--- config.mk ---
export PLATFORM = sky130hd
export DESIGN_NAME = acds_regs
export DESIGN_NICKNAME = d
export VERILOG_FILES = /design/src/logic/acds_pkg.sv /design/src/logic/acds_regs.sv
export VERILOG_INCLUDE_DIRS = /design/src /design/src/logic
export SDC_FILE = /design/constraint.sdc
export NUM_CORES = 1
export LEC_CHECK = 0
export BUFFER_PORTS_ARGS = -buffer_cell sky130_fd_sc_hd__buf_4
export CAP_MARGIN = 30
export CORE_MARGIN = 5
export CORE_UTILIZATION = 33
export CTS_CLUSTER_DIAMETER = 40
export DETAILED_ROUTE_END_ITERATION = 7
export GPL_TIMING_DRIVEN = 0
export SYNTH_ARGS = -nofsm -noshare
export SYNTH_HDL_FRONTEND = slang
export SYNTH_SLANG_ARGS = --single-unit
--- constraint.sdc ---
create_clock -name I_CORE_CLK -period 3 [get_ports I_CORE_CLK]
set_input_delay 0.6 -clock I_CORE_CLK [delete_from_list [all_inputs] [get_ports I_CORE_CLK]]
set_output_delay 0.6 -clock I_CORE_CLK [all_outputs]
set_load 0.02 [all_outputs]
--- src/logic/acds_defines.svh ---
// Register indexes, field positions, reset values and timing constants
`ifndef ACDS_DEFINES_SVH
`define ACDS_DEFINES_SVH

`define ACDS_IDX_DMA_SEL    8'h09
`define ACDS_IDX_CAL_SEL    8'h17
`define ACDS_IDX_TRIM_LOAD  8'h20
`define ACDS_IDX_STATUS     8'h21

`define ACDS_DMA_LSB        4
`define ACDS_DMA_MSB        7
`define ACDS_REF_LSB        8
`define ACDS_REF_MSB        11
`define ACDS_DAC_LSB        0
`define ACDS_DAC_MSB        2
`define ACDS_TRIM_DATA_LSB  0
`define ACDS_TRIM_DATA_MSB  7
`define ACDS_TRIM_ADDR_LSB  8
`define ACDS_TRIM_ADDR_MSB  11
`define ACDS_TRIM_ALT_BIT   16
`define ACDS_STAT_BUSY_BIT  0
`define ACDS_STAT_ALT_BIT   1

`define ACDS_REF_INTERNAL   4'h0
`define ACDS_REF_GROUND     4'h1
`define ACDS_REF_CH_FIRST   4'h2
`define ACDS_REF_CH_LAST    4'h9

`define ACDS_DMA_RESET      4'h0
`define ACDS_REF_RESET      4'h0
`define ACDS_DAC_RESET      3'h0

`define ACDS_FRAME_BITS     12
`define ACDS_CORE_CLK_MHZ   100
`define ACDS_TRIM_HALF_NS   50

`endif

--- src/logic/acds_pkg.sv ---
// Types shared by the calibration and DMA select register bank
package acds_pkg;

  typedef struct packed {
    logic [3:0] ref_code;
    logic [2:0] dac_num;
  } acds_cal_sel_type;

  typedef struct packed {
    logic       ref_valid;
    logic       ref_internal;
    logic       ref_ground;
    logic [7:0] ref_channel;
    logic [7:0] dac_onehot;
  } acds_cal_decode_type;

  typedef enum logic [1:0] {
    ACDS_ST_IDLE  = 2'b00,
    ACDS_ST_SHIFT = 2'b01,
    ACDS_ST_LATCH = 2'b10
  } acds_trim_state_type;

endpackage : acds_pkg

--- src/logic/acds_regs.sv ---
// APB register bank: calibration select, AO DMA select, trim serial loader
//
// Contract
// RULE_01: Software writes zero to reserved bits; the bank ignores them.
// RULE_02: Reference code 0 internal, 1 ground, 2..9 output channel 0..7.
// RULE_03: Three-bit binary channel number selects the DAC under calibration.
// RULE_04: Upper four bits enable DMA channels A..D; lower bits reserved.
// RULE_05: DMA select register clears at power-up and on every reset.
// RULE_06: Software sets DMA select bits before enabling that DMA channel.
// RULE_07: Alternate trim converter gets address MSB first: A3,A2,A1,A0.
// RULE_08: Reference codes 10..15 are reserved and select no reference.
//
// Design decision made here: register access over APB.
`timescale 1ns/1ps
`include "acds_defines.svh"

module acds_regs
  import acds_pkg::*;
#(
  parameter int ADDR_W  = 8,
  parameter int HALF_CY = (`ACDS_TRIM_HALF_NS * `ACDS_CORE_CLK_MHZ) / 1000
) (
  input  wire logic                I_CORE_CLK,
  input  wire logic                I_RST_N,
  input  wire logic                I_PSEL,
  input  wire logic                I_PENABLE,
  input  wire logic                I_PWRITE,
  input  wire logic [ADDR_W-1:0]   I_PADDR,
  input  wire logic [31:0]         I_PWDATA,
  output      logic [31:0]         O_PRDATA,
  output      logic                O_PREADY,
  output      logic                O_PSLVERR,
  output      acds_cal_sel_type    O_CAL_SEL,
  output      acds_cal_decode_type O_CAL_DECODE,
  output      logic [3:0]          O_DMA_CH_EN,
  output      logic                O_TRIM_SCLK,
  output      logic                O_TRIM_SDATA,
  output      logic                O_TRIM_LOAD_N
);

  localparam int HC = (HALF_CY < 1) ? 1 : HALF_CY;

  function automatic logic [ADDR_W-1:0] byte_addr(input logic [7:0] idx);
    byte_addr = ADDR_W'({idx, 2'b00});
  endfunction : byte_addr

  // RULE_07 address order
  function automatic logic [`ACDS_FRAME_BITS-1:0] build_frame(
    input logic [3:0] addr,
    input logic [7:0] data,
    input logic       alt
  );
    if (alt) begin
      build_frame = {addr[3], addr[2], addr[1], addr[0], data};
    end else begin
      build_frame = {addr[0], addr[1], addr[2], addr[3], data};
    end
  endfunction : build_frame

  logic                  access;
  logic                  wr_en;
  logic                  rd_hit;
  logic                  mapped;
  logic                  busy;
  logic                  trim_wr;
  logic [3:0]            dma_r;
  acds_cal_sel_type      cal_r;
  acds_trim_state_type   st_r;
  logic [`ACDS_FRAME_BITS-1:0] sh_r;
  logic [3:0]            bit_r;
  logic [15:0]           div_r;
  logic                  half_r;
  logic                  alt_r;
  logic [31:0]           rdata_r;

  assign access  = I_PSEL && I_PENABLE;
  assign mapped  = (I_PADDR == byte_addr(`ACDS_IDX_DMA_SEL))
                || (I_PADDR == byte_addr(`ACDS_IDX_CAL_SEL))
                || (I_PADDR == byte_addr(`ACDS_IDX_TRIM_LOAD))
                || (I_PADDR == byte_addr(`ACDS_IDX_STATUS));
  assign busy    = (st_r != ACDS_ST_IDLE);
  assign trim_wr = access && I_PWRITE
                && (I_PADDR == byte_addr(`ACDS_IDX_TRIM_LOAD));
  // Trim load while a frame is in flight would corrupt it
  assign wr_en   = access && I_PWRITE && mapped && !(trim_wr && busy);
  assign rd_hit  = access && !I_PWRITE
                && (I_PADDR == byte_addr(`ACDS_IDX_STATUS));

  assign O_PREADY  = 1'b1;
  assign O_PSLVERR = access && (!mapped || (trim_wr && busy));
  assign O_PRDATA  = rdata_r;

  // RULE_05 cleared on reset
  always_ff @(posedge I_CORE_CLK or negedge I_RST_N) begin
    if (!I_RST_N) begin
      dma_r <= `ACDS_DMA_RESET;
    end else if (wr_en && I_PADDR == byte_addr(`ACDS_IDX_DMA_SEL)) begin
      // RULE_04 upper bits only
      dma_r <= I_PWDATA[`ACDS_DMA_MSB:`ACDS_DMA_LSB];
    end
  end

  always_ff @(posedge I_CORE_CLK or negedge I_RST_N) begin
    if (!I_RST_N) begin
      cal_r.ref_code <= `ACDS_REF_RESET;
      cal_r.dac_num  <= `ACDS_DAC_RESET;
    end else if (wr_en && I_PADDR == byte_addr(`ACDS_IDX_CAL_SEL)) begin
      // RULE_01 reserved bits dropped
      cal_r.ref_code <= I_PWDATA[`ACDS_REF_MSB:`ACDS_REF_LSB];
      cal_r.dac_num  <= I_PWDATA[`ACDS_DAC_MSB:`ACDS_DAC_LSB];
    end
  end

  // Status is the only readable word; write-only registers read zero
  always_ff @(posedge I_CORE_CLK or negedge I_RST_N) begin
    if (!I_RST_N) begin
      rdata_r <= 32'h0000_0000;
    end else begin
      rdata_r <= 32'h0000_0000;
      if (I_PSEL && !I_PENABLE && !I_PWRITE
          && I_PADDR == byte_addr(`ACDS_IDX_STATUS)) begin
        rdata_r[`ACDS_STAT_BUSY_BIT] <= busy;
        rdata_r[`ACDS_STAT_ALT_BIT]  <= alt_r;
      end else if (rd_hit) begin
        rdata_r <= rdata_r;
      end
    end
  end

  assign O_CAL_SEL   = cal_r;
  assign O_DMA_CH_EN = dma_r;

  // RULE_02 reference decode
  // RULE_08 reserved codes select nothing
  always_comb begin
    O_CAL_DECODE.ref_valid    = (cal_r.ref_code <= `ACDS_REF_CH_LAST);
    O_CAL_DECODE.ref_internal = (cal_r.ref_code == `ACDS_REF_INTERNAL);
    O_CAL_DECODE.ref_ground   = (cal_r.ref_code == `ACDS_REF_GROUND);
    O_CAL_DECODE.ref_channel  = 8'h00;
    if (cal_r.ref_code >= `ACDS_REF_CH_FIRST
        && cal_r.ref_code <= `ACDS_REF_CH_LAST) begin
      O_CAL_DECODE.ref_channel =
        8'(8'h01 << (cal_r.ref_code - `ACDS_REF_CH_FIRST));
    end
    // RULE_03 binary channel number
    O_CAL_DECODE.dac_onehot = 8'(8'h01 << cal_r.dac_num);
  end

  // Serial trim loader: data set on low half, sampled on rising sclk
  always_ff @(posedge I_CORE_CLK or negedge I_RST_N) begin
    if (!I_RST_N) begin
      st_r   <= ACDS_ST_IDLE;
      sh_r   <= '0;
      bit_r  <= 4'h0;
      div_r  <= 16'h0000;
      half_r <= 1'b0;
      alt_r  <= 1'b0;
    end else begin
      case (st_r)
        ACDS_ST_IDLE: begin
          half_r <= 1'b0;
          div_r  <= 16'h0000;
          bit_r  <= 4'h0;
          if (wr_en && trim_wr) begin
            alt_r <= I_PWDATA[`ACDS_TRIM_ALT_BIT];
            sh_r  <= build_frame(
              I_PWDATA[`ACDS_TRIM_ADDR_MSB:`ACDS_TRIM_ADDR_LSB],
              I_PWDATA[`ACDS_TRIM_DATA_MSB:`ACDS_TRIM_DATA_LSB],
              I_PWDATA[`ACDS_TRIM_ALT_BIT]);
            st_r  <= ACDS_ST_SHIFT;
          end
        end
        ACDS_ST_SHIFT: begin
          if (div_r == 16'(HC - 1)) begin
            div_r  <= 16'h0000;
            half_r <= !half_r;
            if (half_r) begin
              sh_r  <= {sh_r[`ACDS_FRAME_BITS-2:0], 1'b0};
              bit_r <= 4'(bit_r + 4'h1);
              if (bit_r == 4'(`ACDS_FRAME_BITS - 1)) begin
                st_r <= ACDS_ST_LATCH;
              end
            end
          end else begin
            div_r <= 16'(div_r + 16'h0001);
          end
        end
        ACDS_ST_LATCH: begin
          if (div_r == 16'(HC - 1)) begin
            div_r <= 16'h0000;
            st_r  <= ACDS_ST_IDLE;
          end else begin
            div_r <= 16'(div_r + 16'h0001);
          end
        end
        default: begin
          st_r <= ACDS_ST_IDLE;
        end
      endcase
    end
  end

  assign O_TRIM_SCLK   = (st_r == ACDS_ST_SHIFT) && half_r;
  assign O_TRIM_SDATA  = (st_r == ACDS_ST_SHIFT) && sh_r[`ACDS_FRAME_BITS-1];
  assign O_TRIM_LOAD_N = (st_r != ACDS_ST_LATCH);
endmodule : acds_regs

==> results.md, run 1 <==
- Sequential area share after synthesis: 40.2%
- Pwr/cell area: 373 nW/um^2
- Layout area overhead: 26.3%
- Peak VDD IR: 0.000218 V
- Via Count: roughly 2,400
- Final hold viol count: 0
- CTS tree: built
- Static leakage: 1.86 nW
- Reg-to-reg endpoint: sh_r[10]
- Clock buffer depth: 2
- R2R setup slack: 0.35 ns
- Critical Path RT: 2.40 ns
- Crit path DAT: about 2.3 ns
- Layout Skew: between 0.01 and 0.015 ns
- Worst Tran Pin Value: a little over 0.9 ns
- Largest net degree at the start of global routing: 50
- Sw power: 0.000390 W
- Final Non-Filler Cells: 535
- CTS root buf: clkbuf_8
- Vias in the first global route: between 2,000 and 2,500
- Antenna violation net count after detailed routing: 0
- FF-to-FF path depth: 8
- CP Max Fanout: 5
- First-pass GRT wire length: 11,400 um
- Combinational power share: 17.5%
- GR Layer Usage met1: 15.5%
- RSZ-0062 raised after global routing: false
- Starting Density: 33.5%
- Synthesized flop and latch total: 49
- Critical path class: in2out
- Max Cap Viol: 0
- H-tree Lvls: 2
- Status: finished clean
- Die area: roughly 11,000 sq um
- Ys flop type: dfrtp_1
- Hpwl dp: around 5300 um
- DRT Pass-1 Iters: 4
- Clock power share: 30.1%
- Ant diodes: 0
- Residual DRC count: 0
- Mapped Cells: 327
- Period utilisation layout: 97.9%
- CTS Buf Count: 5
- Placed Cells: 527
- Vias/cell: 4.56
- GR Layer Usage met3: 3.04%
- Avg Inst Size Synth: 9.33 sq um
- Core footprint: 9110 sq um
- Slew margin rel.: 39.0%
- Sw frac: approximately 27%
- Chip height: 106 um
- Synthesized cell area: 3050 sq um
- Sequential power share: 52.4%
- Clk_lat worst skew: just over 0.3 ns
- Internal power: 0.00105 W
- Wire per inst: 12.8 um
- Die width: 106 um
- Setup tns final: 0 ns
- GR Overflow Total: 0
- Crit path time final: 2.94 ns
- Nets@finish: 476
- Clk pin slew, worst setup/hold paths: 0.10 ns
- Share of layout cells above drive strength 1: around 30%
- Fin. max-slew vios: 0
- Final GP Congestion: around 0.80
- Share of flip-flops with an asynchronous set or reset: 100%
- PortBufs: 60
- GRT Max-Usage Layer: met2
- Post-CTS Setup Bufs: 0
- Met2 Track Usage GR: 20.5%
- First DRT Iteration DRCs: 91
- Row Count: 35
- Startpoint types: input pin
- GRT Total Usage: ~12%
- Setup Viol. Count Final: 0
- Maximum operating frequency: ~340 MHz
- I/O Pins: 112
- Initial antenna violation count: 0
- Reg2Reg Launch Point: div_r[0]
- Num Clock Sinks: 49
- Post-Route WL: between 6000 and 7000 um
- Post-synth EDFFs: 0
- Ys Warns: 0
- Worst min-delay path category: in2async
- Crit end category: primary output
- Cell variety after synth: 50
## flip-flops by register name (all words and copies together), names as in the netlist
name,flops
O_CAL_SEL,7
half_r,1
div_r,16
bit_r,4
alt_r,1
sh_r,12
O_DMA_CH_EN,4
st_r,2
O_PRDATA,2
## Yosys cell counts (all sizes together), types with 4 or more instances
| master | count | area (sq um) |
|---|---|---|
| and2 | 4 | 27.5 |
| clkbuf | 9 | 33.8 |
| nor2 | 36 | 135 |
| nor3 | 10 | 50.1 |
| xor2 | 5 | 43.8 |
| ha | 8 | 100 |
| nand3 | 7 | 35.0 |
| a21oi | 20 | 100 |
| nor4 | 5 | 31.3 |
| o21ai | 16 | 91.3 |
| mux2 | 15 | 180 |
| nand4 | 5 | 31.3 |
| xnor2 | 9 | 78.8 |
| nor3b | 6 | 45.0 |
| mux2i | 12 | 120 |
| nand2 | 29 | 125 |
| nor4b | 5 | 50.0 |
| buf | 36 | 284 |
| dfrtp | 49 | 1230 |
| inv | 14 | 52.6 |
## power groups by stage
stage                     Sequential [W]  Clock [W]  Combinational [W]
after floorplan                 0.000762          0           0.000174
after global placement          0.000764          0           0.000247
after detailed placement        0.000768          0           0.000252
after CTS                       0.000755   0.000447           0.000253
after global routing            0.000764   0.000477           0.000278
final                           0.000755   0.000433           0.000252
## placed cells by master (no fill, tap or decap), types with 10 or more instances in the layout
master	netlist	routed
mux2_2	12	12
conb_1	2	31
nand2_1	28	28
a21oi_1	20	20
dfrtp_1	49	49
buf_4	31	91
nor3_1	10	10
inv_1	14	14
nor2_1	36	36
mux2i_1	12	12
o21ai_0	15	14
## kinds of logic (layout without fill, tap and decap cells)
| kind of cell | after synthesis | in the layout | synth area share [%] |
|---|---|---|---|
| fa+ha+maj | 8 | 8 | 3.28 |
| other cells | 2 | 31 | 0.246 |
| flops | 49 | 49 | 40.2 |
| simple gates | 122 | 122 | 21.5 |
| xor+xnor | 14 | 14 | 4.02 |
| mux | 27 | 27 | 9.84 |
| buf+inv | 60 | 128 | 12.4 |
| compound gates | 45 | 45 | 8.53 |
## metal layers
metal,up-vias,part of all wire [%]
met5,-,0
met4,0,0.47
met3,5,5.8
met2,56,48
met1,1131,45
li1,1248,-
## repair_timing
item | CTS | global route
endpoints found under the setup margin | 1 | 1
gates resized for setup | 1 | 1
hold buffers | 0 | 0
endpoints found under the hold margin | 0 | 0
gates cloned | 0 | 0
## area by class of cell
cell class,count,area [sq um]
Clock buffer,7,96.3
Fill cell,909,5250
Multi-Input combinational cell,247,1560
Buffer,46,327
Timing Repair Buffer,60,450
Clock inverter,1,5.00
Tap cell,111,139
Inverter,14,52.6
Sequential cell,49,1230
## worst max-delay path: stages
cell and delay [ns]:
buf_4 0.12, or4b_4 0.55, or4_4 0.50, buf_6 0.16, o21ai_2 0.11, and3_1 0.16
buf_4 0.13
## stage by stage
step                hold slack, ns  utilization [%]  setup WS, ns  instance area [sq um]  total power, W
floorplan                    0.304                -         0.250                   3160        0.000936
global placement             0.488             41.2       -0.0222                   3750         0.00101
detailed placement           0.496             41.2       -0.0206                   3750         0.00102
CTS                          0.331             42.3        0.0305                   3850         0.00146
global route                 0.355             42.3        0.0259                   3850         0.00152
finish                       0.310             42.3        0.0623                   3850         0.00144
## how the worst max path moves through the flow
stage                     from   endpoint  slack, ns
floorplan           I_PADDR[5]  O_PSLVERR       0.25
global placement    I_PADDR[5]  O_PSLVERR      -0.02
detailed placement  I_PADDR[5]  O_PSLVERR      -0.02
CTS                 I_PADDR[5]  O_PSLVERR       0.03
global route        I_PADDR[5]  O_PSLVERR       0.03
finish              I_PADDR[5]  O_PSLVERR       0.06
No activity file was read; power rests on OpenSTA's default activity.
==> run 2: changes to the inputs <==
--- a/config.mk
+++ b/config.mk
@@ -13,6 +13,7 @@
 export CTS_CLUSTER_DIAMETER = 40
 export DETAILED_ROUTE_END_ITERATION = 7
 export GPL_TIMING_DRIVEN = 0
+export REMOVE_ABC_BUFFERS = 1
 export SYNTH_ARGS = -nofsm -noshare
 export SYNTH_HDL_FRONTEND = slang
 export SYNTH_SLANG_ARGS = --single-unit
==> run 2 against run 1 <==
Against the previous run: first-iteration DRC count up 26%; routed wire length shrank 8.1%; clock skew fell by 0.0015 ns.
==> results.md, run 2 (synthesized netlist as in run 1, its figures left out) <==
- Status: finished clean
- Post-CTS Setup Bufs: 0 (unchanged)
- Initial antenna violation count: 0 (unchanged)
- Worst min-delay path category: in2async
- DRT Pass-1 Iters: 4 (unchanged)
- Worst Tran Pin Value: 0.961 ns (+0.0537 ns)
- Die area: 11,300 sq um (unchanged)
- Vias in the first global route: 2,273 (-7.8%)
- PortBufs: 61 (+1.7%)
- Num Clock Sinks: 49 (unchanged)
- Crit-path leading delay family: simple AND/OR/NAND/NOR gates
- GR Overflow Total: 0 (unchanged)
- Most flops, register: div_r
- Clock buffer depth: 2 (unchanged)
- Wire per inst: 12.9 um (+0.39%)
- Layout Skew: 0.0120 ns (-0.00149 ns)
- I/O Pins: 112 (unchanged)
- Largest net degree at the start of global routing: 50 (unchanged)
- Most frequent cells in the layout: buf_4 (61), dfrtp_1 (49), nor2_1 (36)
- Slowest-stage cell, CP: or4_4
- CTS Buf Count: 5 (unchanged)
- CTS tree: built
- Fill cell count: 926 (+1.9%)
- GRT Total Usage: 11.2% (-0.82 points)
- Setup tns final: 0 ns (unchanged)
- Share of layout cells above drive strength 1: 24.8% (-5.6 points)
- Final hold viol count: 0 (unchanged)
- Maximum operating frequency: 344 MHz (+0.95%)
- Clk pin slew, worst setup/hold paths: 0.10 ns (about the same)
- First-pass GRT wire length: 10,600 um (-7.3%)
- Total power: 0.00145 W (+0.67%)
- End of the critical path: O_PSLVERR
- CTS root buf: clkbuf_8
- Critical path class: in2out
- H-tree Lvls: 2 (unchanged)
- Worst Path Buf+Inv: 2 (-1)
- Max FFs per register: 16 (unchanged)
- Fin. max-slew vios: 0 (unchanged)
- Critical path depth: 6 (-1)
- Clk_lat worst skew: 0.31 ns (about the same)
- Pwr/cell area: 409 nW/um^2 (+9.5%)
- Reg2Reg Launch Point: div_r[0]
- Row Count: 35 (unchanged)
- Crit path time final: 2.91 ns (-0.0275 ns)
- Final Core Density: 38.9% (-3.4 points)
- Die width: 106 um (unchanged)
- Setup crit start: I_PADDR[5]
- Crit path DAT: 2.31 ns (-0.03 ns)
- Chip height: 106 um (unchanged)
- Crit end category: primary output
- Final GP Congestion: 0.766 (-4.3%)
- Static leakage: 1.66 nW (-11%)
- Nets@finish: 431 (-9.5%)
- Ant diodes: 0 (unchanged)
- Antenna violation net count after detailed routing: 0 (unchanged)
- FF-to-FF path depth: 7 (-1)
- Max Cap Viol: 0 (unchanged)
- Post-Route WL: 6310 um (-8.1%)
- CP max stage delay: 0.57 ns (+0.02 ns)
- First DRT Iteration DRCs: 115 (+26%)
- Crit-path cells: buf_4 -> or4b_4 -> or4_4 -> o21ai_0 -> and3_1 -> buf_4
- Startpoint types: input pin
- Most common cell after layout, fill and taps aside: buf_4
- Hpwl dp: 4740 um (-10%)
- Residual DRC count: 0 (unchanged)
- Period utilisation layout: 97.0% (-0.92 points)
- Vias/cell: 4.78 (+4.8%)
- Starting Density: 33.5% (unchanged)
- Setup Viol. Count Final: 0 (unchanged)
- Layout area overhead: 16.2%
- Most used cell, CP: buf_4
- Peak VDD IR: 0.000192 V (-12%)
- Reg-to-reg endpoint: div_r[3]
- R2R setup slack: 0.32 ns (-0.03 ns)
- Critical Path RT: 2.40 ns (about the same)
- Core footprint: 9110 sq um (unchanged)
- Slew margin rel.: 35.3% (-3.6 points)
- Via Count: 2,343 (-4.0%)
- RSZ-0062 raised after global routing: false
- Worst hold slack: 0.307 ns (-0.00228 ns)
- Hold Buf Count CTS: 0 (unchanged)
- CP Max Fanout: 5 (unchanged)
-- run 2: final cells by class --
class | instances | area (sq um) | area share [%]
inverter | 14 | 52.6 | 1.48
clock inverter | 2 | 38.8 | 1.09
timing repair buffer | 61 | 458 | 12.9
clock buffer | 6 | 72.6 | 2.05
sequential | 49 | 1230 | 34.6
tap | 111 | 139 | 3.92
multi-input combinational | 247 | 1560 | 43.9
-- run 2: layer usage --
layer  GRT usage, %  up-vias  part of all wire (%)
met1           14.9     1103                    46
li1               -     1149                     -
met4           2.78        0                   1.3
met2           18.0       81                    44
met3           3.10       10                   8.2
met5              0        -                     0
-- run 2: where the power goes --
part	internal (W)	total (W)	switching (W)
logic	0.0000908	0.000214	0.000124
registers	0.000721	0.000757	0.0000368
clock network	0.000251	0.000477	0.000227
total	0.00106	0.00145	0.000387
-- run 2: stage by stage --
step | instances | worst slack, ns | area (sq um)
finish | 490 | 0.0898 | 3540
global route | 490 | 0.00861 | 3540
CTS | 490 | 0.0659 | 3540
detailed placement | 482 | 0.0913 | 3430
global placement | 482 | 0.0584 | 3430
floorplan | 310 | 0.301 | 2830
-- run 2: timing repair --
action | CTS | global route
resized for setup | 0 | 1
setup endpoints to repair | 0 | 1
hold endpoints to repair | 0 | 0
-- run 2: worst min path at each step --
| stage | end | startpoint | depth (start not counted) | slack, ns |
|---|---|---|---|---|
| 6_report | O_DMA_CH_EN[2] | I_RST_N | 1 | 0.31 |
| 5_1_grt | div_r[1] | I_RST_N | 1 | 0.36 |
| 4_1_cts | st_r[0] | I_RST_N | 1 | 0.33 |
| 3_5_place_dp | sh_r[10] | sh_r[10] | 1 | 0.50 |
| 3_3_place_gp | sh_r[11] | sh_r[11] | 1 | 0.49 |
| 2_1_floorplan | O_CAL_SEL[0] | I_RST_N | 0 | 0.30 |
